$ cat config.mk
export PLATFORM = sky130hd
export DESIGN_NAME = pth_timer
export DESIGN_NICKNAME = d
export VERILOG_FILES = /design/src/include/pth_pkg.sv /design/src/rtl/pth_sync.sv /design/src/rtl/pth_timer.sv
export SDC_FILE = /design/constraint.sdc
export NUM_CORES = 1
export LEC_CHECK = 0
export BUFFER_PORTS_ARGS = -buffer_cell sky130_fd_sc_hd__buf_2
export CELL_PAD_IN_SITES_DETAIL_PLACEMENT = 0
export CELL_PAD_IN_SITES_GLOBAL_PLACEMENT = 1
export CORE_ASPECT_RATIO = 1.1
export CORE_MARGIN = 3
export CORE_UTILIZATION = 40
export DETAILED_ROUTE_END_ITERATION = 10
export PLACE_DENSITY = 0.87
export SYNTH_ARGS = -nofsm -noshare
export SYNTH_HDL_FRONTEND = slang
export SYNTH_SLANG_ARGS = --single-unit
$ cat constraint.sdc
create_clock -name pclk -period 4.3 [get_ports pclk]
set_clock_uncertainty 0.05 [all_clocks]
set_input_delay 1.075 -clock pclk [delete_from_list [all_inputs] [get_ports pclk]]
set_output_delay 1.075 -clock pclk [all_outputs]
set_load 0.05 [all_outputs]
$ cat src/include/pth_pkg.sv
package pth_pkg;
  // Register byte offsets on the APB.
  localparam logic [7:0] ADDR_COUNT = 8'h00;
  localparam logic [7:0] ADDR_PERIOD = 8'h04;
  localparam logic [7:0] ADDR_CONTROL = 8'h08;
  localparam logic [7:0] ADDR_LIMIT = 8'h0C;
  localparam logic [7:0] ADDR_EXTSEL = 8'h10;
  localparam logic [7:0] ADDR_IRQEN = 8'h14;
  localparam logic [7:0] ADDR_STATUS = 8'h18;

  // Control register fields.
  localparam int CTRL_RUN_POS = 7;
  localparam int CTRL_PS_LSB = 4;
  localparam int CTRL_PS_MSB = 6;
  localparam int CTRL_POS_LSB = 0;
  localparam int CTRL_POS_MSB = 3;

  // Status register fields.
  localparam int STAT_FLAG_POS = 0;
  localparam int STAT_RUN_POS = 1;
  localparam int STAT_ARMED_POS = 2;

  // Reset values.
  localparam logic [7:0] RST_COUNT = 8'h00;
  localparam logic [7:0] RST_PERIOD = 8'hFF;
  localparam logic [2:0] RST_PS = 3'h0;
  localparam logic [3:0] RST_POS = 4'h0;
  localparam logic [4:0] RST_MODE = 5'h00;
  localparam logic [4:0] RST_SEL = 5'h00;

  // Mode field groups in bits 4:3.
  localparam logic [1:0] GRP_FREE = 2'h0;
  localparam logic [1:0] GRP_ONESHOT = 2'h1;
  localparam logic [1:0] GRP_MONO = 2'h2;

  // Clock rate and the spacing the trigger source must keep, in timer clocks.
  localparam int CLK_PERIOD_NS = 40;
  localparam int EDGE_SPACING_TCLK = 6;
  localparam int LEVEL_HOLD_TCLK = 3;
  localparam logic [6:0] PRE_FULL = 7'h7F;
endpackage : pth_pkg

$ cat src/rtl/pth_sync.sv
`timescale 1ns/1ps
module pth_sync (
  // Clock and reset
  input wire logic pclk,
  input wire logic presetn,
  // Asynchronous input
  input wire logic din,
  // Filtered level and edge pulses
  output logic lvl,
  output logic rise,
  output logic fall
);
  typedef struct packed {
    logic s1;
    logic s2;
    logic s3;
    logic stable;
    logic rise;
    logic fall;
  } pth_sync_type;

  pth_sync_type s_r;
  pth_sync_type s_nxt;

  // A change is accepted only once the second and third stages agree.
  always_comb begin
    s_nxt = s_r;
    s_nxt.s1 = din;
    s_nxt.s2 = s_r.s1;
    s_nxt.s3 = s_r.s2;
    s_nxt.rise = 1'b0;
    s_nxt.fall = 1'b0;
    if (s_r.s2 == s_r.s3 && s_r.s3 != s_r.stable) begin
      s_nxt.stable = s_r.s3;
      s_nxt.rise = s_r.s3;
      s_nxt.fall = ~s_r.s3;
    end
  end

  always_ff @(posedge pclk or negedge presetn) begin
    if (!presetn) begin
      s_r <= '0;
    end else begin
      s_r <= s_nxt;
    end
  end

  assign lvl = s_r.stable;
  assign rise = s_r.rise;
  assign fall = s_r.fall;
endmodule : pth_sync

$ cat src/rtl/pth_timer.sv
// The register offsets and the APB interface to the registers were decided locally.
`timescale 1ns/1ps
// Function
// - Count advances by one on each prescaled timer clock while running.
// - Count equal to period drives match high and clears count next tick.
// - Reset gives count 00h and period FFh; both are read/write.
// - Count write, control write, reset or external reset clear both scalers.
// - A control write leaves the count unchanged.
// - Free-running: on match count returns to 00h and postscaler increments.
// - Postscaler equal to select gives one timer-clock pulse and clears.
// - One-shot: tick after match clears run bit and halts count at 00h.
// - One-shot restart resets the postscaler, so only select 0 matters.
// - Monostable: tick after match halts at 00h; run bit stays set except in codes 110, 111.
// - External input chosen by source select; mode field sets its role.
// - External trigger activity is ignored during debug freeze.
// - Free codes 000, 001, 010: software gate, high gate, low gate.
// - Free codes 011, 100, 101 reset on any, rising, falling edge.
// - Free codes 110, 111 hold count reset while input low or high.
// - One-shot 000 starts on run; 001-011 start on rising, falling, any edge.
// - One-shot 100-111 edge start with edge or level reset.
// - Edge-started modes need a fresh edge after run is set again.
// - Upper-10 codes 110, 111 level start, opposite level reset, stop at match.
// - Postscaler match raises period flag; irq only when enabled.
// - Prescaler divides the clock by 1 to 128.
module pth_timer (
  // Clock and reset
  input wire logic pclk,
  input wire logic presetn,
  // APB slave
  input wire logic psel,
  input wire logic penable,
  input wire logic pwrite,
  input wire logic [7:0] paddr,
  input wire logic [31:0] pwdata,
  output logic [31:0] prdata,
  output logic pready,
  output logic pslverr,
  // External trigger sources and debug
  input wire logic [31:0] ext_reset_input,
  input wire logic debug_freeze,
  // Timer outputs
  output logic postscaled_out,
  output logic period_irq,
  output logic timer_clock,
  // To the PWM unit
  output logic [7:0] timer_count,
  output logic period_match,
  output logic timer_reset_pulse
);
  typedef struct packed {
    logic [7:0] count;
    logic [7:0] period;
    logic run;
    logic [2:0] ps;
    logic [3:0] pos;
    logic [4:0] mode;
    logic [4:0] sel;
    logic irq_en;
    logic flag;
    logic [6:0] pre;
    logic [3:0] post;
    logic armed;
    logic pend_r;
    logic pend_f;
    logic lvl;
    logic out_pulse;
    logic match;
    logic rst_pulse;
    logic tick;
    logic [31:0] rdata;
  } pth_state_type;

  pth_state_type s_r;
  pth_state_type s_nxt;

  logic ers_lvl;
  logic ers_rise;
  logic ers_fall;

  pth_sync u_sync (
    .pclk(pclk),
    .presetn(presetn),
    .din(ext_reset_input[s_r.sel]),
    .lvl(ers_lvl),
    .rise(ers_rise),
    .fall(ers_fall)
  );

  logic wr;
  logic setup;
  logic mapped;
  logic tick;
  logic [6:0] pre_max;
  logic [1:0] grp;
  logic [2:0] code;
  logic start_c;
  logic reset_c;
  logic en;
  logic match;
  logic fire;
  logic e_any;

  always_comb begin
    case (paddr)
      pth_pkg::ADDR_COUNT,
      pth_pkg::ADDR_PERIOD,
      pth_pkg::ADDR_CONTROL,
      pth_pkg::ADDR_LIMIT,
      pth_pkg::ADDR_EXTSEL,
      pth_pkg::ADDR_IRQEN,
      pth_pkg::ADDR_STATUS: mapped = 1'b1;
      default: mapped = 1'b0;
    endcase
  end

  assign wr = psel & penable & pwrite & mapped;
  assign setup = psel & ~penable;
  assign pready = 1'b1;
  assign pslverr = psel & penable & ~mapped;

  // The prescaler end value is a shifted mask, so every ratio is a power of two.
  assign pre_max = pth_pkg::PRE_FULL >> (3'h7 - s_r.ps);
  assign tick = (s_r.pre == pre_max);
  assign grp = s_r.mode[4:3];
  assign code = s_r.mode[2:0];
  assign match = (s_r.count == s_r.period);
  assign e_any = s_r.pend_r | s_r.pend_f;

  // Start and reset conditions for the selected mode.
  always_comb begin
    start_c = 1'b0;
    reset_c = 1'b0;
    en = 1'b0;
    case (grp)
      pth_pkg::GRP_FREE: begin
        case (code)
          3'h1: en = s_r.lvl;
          3'h2: en = ~s_r.lvl;
          3'h3: reset_c = e_any;
          3'h4: reset_c = s_r.pend_r;
          3'h5: reset_c = s_r.pend_f;
          3'h6: reset_c = ~s_r.lvl;
          3'h7: reset_c = s_r.lvl;
          default: en = 1'b1;
        endcase
        if (code >= 3'h3) begin
          en = ~reset_c;
        end
        en = en & s_r.run;
      end
      pth_pkg::GRP_ONESHOT: begin
        case (code)
          3'h0: start_c = 1'b1;
          3'h1: start_c = s_r.pend_r;
          3'h2: start_c = s_r.pend_f;
          3'h3: start_c = e_any;
          3'h4: begin
            start_c = s_r.pend_r;
            reset_c = s_r.armed & s_r.pend_r;
          end
          3'h5: begin
            start_c = s_r.pend_f;
            reset_c = s_r.armed & s_r.pend_f;
          end
          3'h6: begin
            start_c = s_r.pend_r;
            reset_c = ~s_r.lvl;
          end
          default: begin
            start_c = s_r.pend_f;
            reset_c = s_r.lvl;
          end
        endcase
        en = s_r.run & s_r.armed & ~reset_c;
      end
      pth_pkg::GRP_MONO: begin
        case (code)
          3'h1: start_c = s_r.pend_r;
          3'h2: start_c = s_r.pend_f;
          3'h3: start_c = e_any;
          3'h6: begin
            start_c = s_r.lvl;
            reset_c = ~s_r.lvl;
          end
          3'h7: begin
            start_c = ~s_r.lvl;
            reset_c = s_r.lvl;
          end
          default: start_c = 1'b0;
        endcase
        en = s_r.run & s_r.armed & ~reset_c;
      end
      default: en = 1'b0;
    endcase
    start_c = start_c & s_r.run;
    reset_c = reset_c & s_r.run;
  end

  assign fire = tick & en & match & (s_r.post == s_r.pos);

  always_comb begin
    s_nxt = s_r;
    s_nxt.tick = tick;
    s_nxt.pre = tick ? 7'h00 : s_r.pre + 7'h01;
    // While frozen the last accepted level is kept and edges are dropped.
    if (!debug_freeze) begin
      s_nxt.lvl = ers_lvl;
    end
    if (tick) begin
      s_nxt.pend_r = 1'b0;
      s_nxt.pend_f = 1'b0;
      s_nxt.out_pulse = fire;
      s_nxt.rst_pulse = reset_c;
      s_nxt.armed = s_r.armed | start_c;
      if (reset_c) begin
        s_nxt.count = pth_pkg::RST_COUNT;
        s_nxt.pre = 7'h00;
        s_nxt.post = 4'h0;
      end else if (en) begin
        if (match) begin
          s_nxt.count = pth_pkg::RST_COUNT;
          s_nxt.post = fire ? 4'h0 : s_r.post + 4'h1;
          if (grp != pth_pkg::GRP_FREE) begin
            s_nxt.armed = 1'b0;
          end
          if (grp == pth_pkg::GRP_ONESHOT || (grp == pth_pkg::GRP_MONO && code[2:1] == 2'h3)) begin
            s_nxt.run = 1'b0;
          end
        end else begin
          s_nxt.count = s_r.count + 8'h01;
        end
      end
    end
    if (!debug_freeze) begin
      s_nxt.pend_r = s_nxt.pend_r | ers_rise;
      s_nxt.pend_f = s_nxt.pend_f | ers_fall;
    end
    // With the run bit low every start is forgotten and stale edges are dropped.
    if (!s_r.run) begin
      s_nxt.armed = 1'b0;
      s_nxt.pend_r = 1'b0;
      s_nxt.pend_f = 1'b0;
    end
    // Hardware sets the flag after the software clear, so the set wins.
    if (wr && paddr == pth_pkg::ADDR_STATUS && pwdata[pth_pkg::STAT_FLAG_POS]) begin
      s_nxt.flag = 1'b0;
    end
    if (fire) begin
      s_nxt.flag = 1'b1;
    end
    if (wr) begin
      case (paddr)
        pth_pkg::ADDR_COUNT: begin
          s_nxt.count = pwdata[7:0];
          s_nxt.pre = 7'h00;
          s_nxt.post = 4'h0;
        end
        pth_pkg::ADDR_PERIOD: s_nxt.period = pwdata[7:0];
        pth_pkg::ADDR_CONTROL: begin
          // The count is deliberately left alone here.
          s_nxt.count = s_r.count;
          if (tick && (reset_c || (en && match))) begin
            s_nxt.count = pth_pkg::RST_COUNT;
          end else if (tick && en) begin
            s_nxt.count = s_r.count + 8'h01;
          end
          s_nxt.run = pwdata[pth_pkg::CTRL_RUN_POS];
          s_nxt.ps = pwdata[pth_pkg::CTRL_PS_MSB:pth_pkg::CTRL_PS_LSB];
          s_nxt.pos = pwdata[pth_pkg::CTRL_POS_MSB:pth_pkg::CTRL_POS_LSB];
          s_nxt.pre = 7'h00;
          s_nxt.post = 4'h0;
        end
        pth_pkg::ADDR_LIMIT: s_nxt.mode = pwdata[4:0];
        pth_pkg::ADDR_EXTSEL: s_nxt.sel = pwdata[4:0];
        pth_pkg::ADDR_IRQEN: s_nxt.irq_en = pwdata[0];
        default: s_nxt.irq_en = s_r.irq_en;
      endcase
    end
    s_nxt.match = (s_nxt.count == s_nxt.period);
    if (setup) begin
      case (paddr)
        pth_pkg::ADDR_COUNT: s_nxt.rdata = {24'h000000, s_r.count};
        pth_pkg::ADDR_PERIOD: s_nxt.rdata = {24'h000000, s_r.period};
        pth_pkg::ADDR_CONTROL: s_nxt.rdata = {24'h000000, s_r.run, s_r.ps, s_r.pos};
        pth_pkg::ADDR_LIMIT: s_nxt.rdata = {27'h0000000, s_r.mode};
        pth_pkg::ADDR_EXTSEL: s_nxt.rdata = {27'h0000000, s_r.sel};
        pth_pkg::ADDR_IRQEN: s_nxt.rdata = {31'h00000000, s_r.irq_en};
        pth_pkg::ADDR_STATUS: s_nxt.rdata = {29'h00000000, s_r.armed, s_r.run, s_r.flag};
        default: s_nxt.rdata = 32'h00000000;
      endcase
    end
  end

  always_ff @(posedge pclk or negedge presetn) begin
    if (!presetn) begin
      s_r <= '0;
      s_r.count <= pth_pkg::RST_COUNT;
      s_r.period <= pth_pkg::RST_PERIOD;
      s_r.ps <= pth_pkg::RST_PS;
      s_r.pos <= pth_pkg::RST_POS;
      s_r.mode <= pth_pkg::RST_MODE;
      s_r.sel <= pth_pkg::RST_SEL;
    end else begin
      s_r <= s_nxt;
    end
  end

  assign prdata = s_r.rdata;
  assign postscaled_out = s_r.out_pulse;
  assign period_irq = s_r.flag & s_r.irq_en;
  assign timer_clock = s_r.tick;
  assign timer_count = s_r.count;
  assign period_match = s_r.match;
  assign timer_reset_pulse = s_r.rst_pulse;
endmodule : pth_timer

Yosys cells after proc, flatten, opt, wreduce, memory -nomap -nowiden
Index checks and enable logic that the tools add are counted.
{"block": "op_classes", "add_sub_neg": 4, "n_lt_le_gt_ge": 2, "eq_ne": 23, "n_shift": 1, "n_mux": 52, "bitwise_logic": 28, "reduce_logical": 23}
{"operator": "2-to-1 mux 8 bit", "count": 8}
{"operator": "case mux 8 bit (7 select lines)", "count": 1}
{"operator": "2-to-1 mux 35 bit", "count": 1}
{"operator": "equality test 8 x 5 -> 1 bit, second input constant", "count": 3}
{"operator": "2-to-1 mux 11 bit", "count": 2}
{"operator": "2-to-1 mux 5 bit", "count": 4}
{"operator": "AND 1 bit", "count": 17}
{"operator": "2-to-1 mux 1 bit", "count": 17}
{"operator": "equality test 8 x 4 -> 1 bit, second input constant", "count": 2}
{"operator": "equality test 8 bit", "count": 2}
{"operator": "case mux 8 bit (2 select lines)", "count": 1}
{"operator": "2-to-1 mux 14 bit", "count": 1}
{"operator": "2-to-1 mux 7 bit", "count": 2}
{"operator": "equality test 3 bit, second input constant", "count": 4}
{"operator": "case mux 1 bit (3 select lines)", "count": 4}
{"operator": "case mux 1 bit (5 select lines)", "count": 2}
{"operator": "adder 8 x 1 -> 8 bit, second input constant", "count": 1}
{"operator": "equality test 8 x 3 -> 1 bit, second input constant", "count": 1}
{"operator": "logical NOT 8 bit", "count": 1}
{"operator": "2-to-1 mux 4 bit", "count": 2}
{"operator": "AND reduction 2 bit", "count": 4}
{"operator": "adder 7 x 1 -> 7 bit, second input constant", "count": 1}
{"operator": "equality test 7 bit", "count": 1}
{"operator": "logical AND 1 bit", "count": 7}
{"operator": "29 further kinds", "count": 44}
{"block": "word_totals", "regBits": 93, "in_bits": 78, "out_inout_bits": 47, "elab_cells": 159}

Logic depth before layout (Yosys ltp)
{"block": "depth", "ltp_word": 19, "depth_mapped": 13, "depth_no_buf": 12}

Cells and area by module
Synthesis repeated with hierarchy kept, for this count alone.
{"block": "hier_totals", "cells_unflattened": 490, "hier_area_um2": 4753.3}
{"mod": "pth_timer", "instances": 1, "cells_per_inst": 481, "area_each_um2": 4574.4, "seq_area_each_um2": 1586.5}
{"mod": "pth_sync", "instances": 1, "cells_per_inst": 9, "area_each_um2": 178.9, "seq_area_each_um2": 150.1}

Worst setup path before layout
No wires, ideal clock.
{"block": "synth_timing", "path_kind": "input -> output", "start": "input paddr[3]", "end": "output pslverr", "arrival_ps": 2374, "t_required_ps": 3175, "path_slack_ps": 801, "path_stages": 3, "n_path_buf": 1, "path_cell_list": "clkbuf_1 -> a311oi_1 -> a21oi_1"}
{"block": "synth_via", "elab_chain_cells": 5, "elab_cells_between_ends": 11, "cone_classes": "6 x eq/ne; 1 x mux; 2 x bitwise; 2 x reduce/logical"}
{"item": "from (decl)", "line": "pth_timer.sv:33", "rtl": "input wire logic [7:0] paddr,"}
{"item": "equality test 8 x 5 -> 1 bit, or another cell as far along", "line": "pth_timer.sv:104", "rtl": "case (paddr)"}
{"item": "OR reduction 7 bit *", "line": "pth_timer.sv:104"}
{"item": "2-to-1 mux 1 bit *", "line": "pth_timer.sv:104"}
{"item": "inverter 1 bit *", "line": "pth_timer.sv:119", "rtl": "assign pslverr = psel & penable & ~mapped;"}
{"item": "AND 1 bit *", "line": "pth_timer.sv:119"}
{"item": "to (decl)", "line": "pth_timer.sv:37", "rtl": "output logic pslverr,"}
Every way passes the cells marked *; elsewhere a longest branch is shown, timed or not.

==> summary.md <==
| Metric | Value |
|---|---|
| Max IR drop VDD | `0.266 mV` |
| TNS Setup | `0 ns` |
| Antenna violations before repair | `0` |
| Crit path cell chain | `inv_1 -> ha_1 -> inv_1 -> or4_4 -> o32ai_2 -> nand4_4 -> or3_1 -> xor2_1 -> or3_1 -> a31oi_1 -> nor4_1 -> and4b_1` |
| Hold Fails Final Rpt | `0` |
| Hold-fix buffers, CTS | `0` |
| Flop2flop setup slack | `0.71 ns` |
| Combinational Power Share | `0.304` |
| # diodes | `0` |
| Per-cell routed wire length | `17.7 um` |
| Share of cells above drive strength 1 | `0.290` |
| Slew Limit Fails | `0` |
| Port buffer count | `75` |
| Number of synthesized flops with an enable pin | `0` |
| DP Area | `5020 um2` |
| Seq/Total Area, Yosys | `0.372` |
| Core ar. | `11200 um2` |
| DR vias/cell | `5.57` |
| Final Cycle Share | `0.835` |
| Fmax | `279 MHz` |
| Post-CTS setup buffer count | `0` |
| Vias in the first global route | `3831` |
| Gpl congestion | `0.898` |
| WP data required | `4.52 ns` |
| Worst path max stage delay | `0.54 ns` |
| Slowest-stage cell, CP | `or4_4` |
| Clk Tree Root Cell | `clkbuf_16` |
| Worst hold path class | `flip-flop to flip-flop` |
| Yosys cell types | `64` |
| First-pass GRT wire length | `19.9 mm` |
| Power share of the sequential group | `0.363` |
| Placed insts | `676` |
| Ports | `125` |
| CP Buf/Inv Count | `2` |
| Largest net degree at the start of global routing | `38` |
| Vias after detailed routing | `3857` |
| Clk_lat worst skew | `0.34 ns` |
| H-tree levels | `3` |
| Async set or reset register ratio after synthesis | `1.00` |
| Syn Area/Cell | `9.71 um2` |
| Initial Utilization | `0.419` |
| CP endpoint kind | `flip-flop` |
| Count of state elements after synthesis | `69` |
| Max_slew headroom | `0.448` |
| Post-synth top flop | `dfrtp_1` |
| CTS tree | `yes` |
| Status | `complete, no violations` |
| Final Util | `0.477` |
| Resize count post-CTS | `0` |
| Chip width | `109 um` |
| Synth Instances | `481` |
| Gr ovfl total | `0` |
| Clock-pin slew on the worst setup and hold paths | `0.05 ns` |
| Die area | `13000 um2` |
| Power per Cell Area | `432 nW/um2` |
| Crit path time final | `3.59 ns` |
| Detailed placement HPWL | `9.26 mm` |
| Startpoint Class | `flip-flop` |
| Worst Path Arrival | `3.80 ns` |
| P_int | `1460 uW` |
| Switching power | `836 uW` |
| Clock power share | `0.333` |
| Final setup violation count | `0` |
| Worst Max-Slew Pin Slew | `0.827 ns` |
| Clk sinks | `69` |
| Netlist Area Pre-Place | `4670 um2` |
| Setup Crit Path Kind | `flip-flop to flip-flop` |
| Clock Path Buffers | `2` |
| Maxcap violations | `0` |
| Total routed wirelength | `12.2 mm` |
| Switching share of power | `0.364` |
| TritonRoute pass-1 iters | `7` |
| Die H | `119 um` |
| Num CTS Buffers | `9` |
| CP top delay family | `simple AND/OR/NAND/NOR gates` |
| DR iter-0 viols | `381` |
| Synth warn | `0` |
| Layout Cells excl Fill | `692` |
| Num rows | `40` |
| Nets | `625` |
| Worst-path fanout max | `9` |
| Area growth, synth to finish | `14.0%` |
| RSZ-0062 raised after global routing | `false` |
| Pleak | `0.00239 uW` |
| GRT Total Usage | `0.197` |
| Routed Antenna Nets | `0` |
| Post-route cell area | `5330 um2` |
| Drt drc | `0` |
[layer usage]
| metal | track usage | vias up | routed length, um |
|---|---|---|---|
| met2 | 0.300 | 170 | 5830 |
| met4 | 0.0647 | 0 | 188 |
| met5 | 0 | - | 0 |
| li1 | - | 1786 | - |
| met1 | 0.271 | 1888 | 5210 |
| met3 | 0.0520 | 13 | 1020 |
[area by class of cell]
class                   instances  area [um2]
fillers                      1048        5840
multi-input cells             356        2570
flip-flops and latches         69        1740
repair buffers                 85         450
clock buffers                  15         278
well taps                     147         184
inverters                      19        71.3
clock inverters                 1        30.0
[state kept, by name (all words and copies together) (netlist names)]
| signal | cells |
|---|---|
| code | 3 |
| prdata | 8 |
| grp | 2 |
| u_sync.s_nxt | 2 |
| u_sync.rise | 1 |
| postscaled_out | 1 |
| timer_count | 8 |
| s_r | 38 |
| u_sync.s_r | 1 |
| period_match | 1 |
| timer_reset_pulse | 1 |
| timer_clock | 1 |
| u_sync.lvl | 1 |
| u_sync.fall | 1 |
[synthesized netlist by cell type (all sizes together) (4+ instances only)]
| cell type | instances | area share |
|---|---|---|
| mux2 | 27 | 0.065 |
| a22o | 5 | 0.0094 |
| clkbuf | 14 | 0.011 |
| ha | 7 | 0.019 |
| nand2 | 37 | 0.030 |
| nand2b | 9 | 0.012 |
| o31ai | 4 | 0.0064 |
| or3 | 5 | 0.0067 |
| a31oi | 7 | 0.0094 |
| xor2 | 11 | 0.021 |
| nor3 | 12 | 0.013 |
| mux2i | 8 | 0.017 |
| nand4 | 8 | 0.014 |
| mux4 | 15 | 0.072 |
| nor4 | 6 | 0.0094 |
| nand3 | 10 | 0.011 |
| inv | 19 | 0.015 |
| dfrtp | 61 | 0.33 |
| dfstp | 8 | 0.045 |
| o21ai | 27 | 0.029 |
| and2 | 7 | 0.0094 |
| nor3b | 4 | 0.0064 |
| a21oi | 13 | 0.014 |
| xnor2 | 18 | 0.034 |
| nor2b | 4 | 0.0054 |
| nor2 | 41 | 0.033 |
| buf | 46 | 0.070 |
[worst paths after layout]
| check | start | to | cells past startpoint |
|---|---|---|---|
| max | grp[0] | period_match | 12 |
| min | u_sync.s_nxt[4] | u_sync.s_nxt[3] | 0 |
| max reg2reg | grp[0] | period_match | 12 |
| min reg2reg | u_sync.s_nxt[4] | u_sync.s_nxt[3] | 0 |
| max in group asynchronous | presetn | s_r[75] | 2 |
| min in group asynchronous | presetn | u_sync.s_r[3] | 1 |
[cells by family after synthesis]
logic type | count (synthesis) | synth area share
buffers and inverters | 79 | 0.0969
AND/OR/NAND/NOR | 155 | 0.172
adder cells (fa/ha/maj) | 8 | 0.0209
AO/OA/AOI/OAI | 89 | 0.128
multiplexers | 50 | 0.155
XOR/XNOR | 29 | 0.0544
flip-flops | 69 | 0.372
other | 2 | 0.00161
[stage by stage]
| stage | power (uW) | setup slack [ns] | hold slack [ns] |
|---|---|---|---|
| floorplan | 1410 | 0.801 | 0.281 |
| finish | 2300 | 0.711 | 0.295 |
| detailed placement | 1540 | 0.554 | 0.286 |
| CTS | 2310 | 0.746 | 0.298 |
| global route | 2420 | 0.401 | 0.309 |
| global placement | 1530 | 0.575 | 0.288 |
[power groups by stage]
| stage | logic, uW | clock network (uW) | registers (uW) |
|---|---|---|---|
| after global placement | 688 | 0 | 840 |
| after global routing | 764 | 809 | 844 |
| after detailed placement | 694 | 0 | 844 |
| after CTS | 700 | 778 | 833 |
| final | 698 | 767 | 834 |
| after floorplan | 608 | 0 | 805 |
[cell usage in the layout (no fill, tap or decap), types with 9 or more instances in the layout]
master	count
a21oi_1	13
nand2_1	37
conb_1	25
dfrtp_1	61
mux4_2	15
buf_4	10
clkbuf_16	9
nor2_1	40
inv_1	18
o21ai_0	24
mux2_2	27
xor2_1	11
buf_2	75
nand2b_1	9
nand3_1	10
nor3_1	12
xnor2_1	18
No activity file was read; power rests on OpenSTA's default activity.
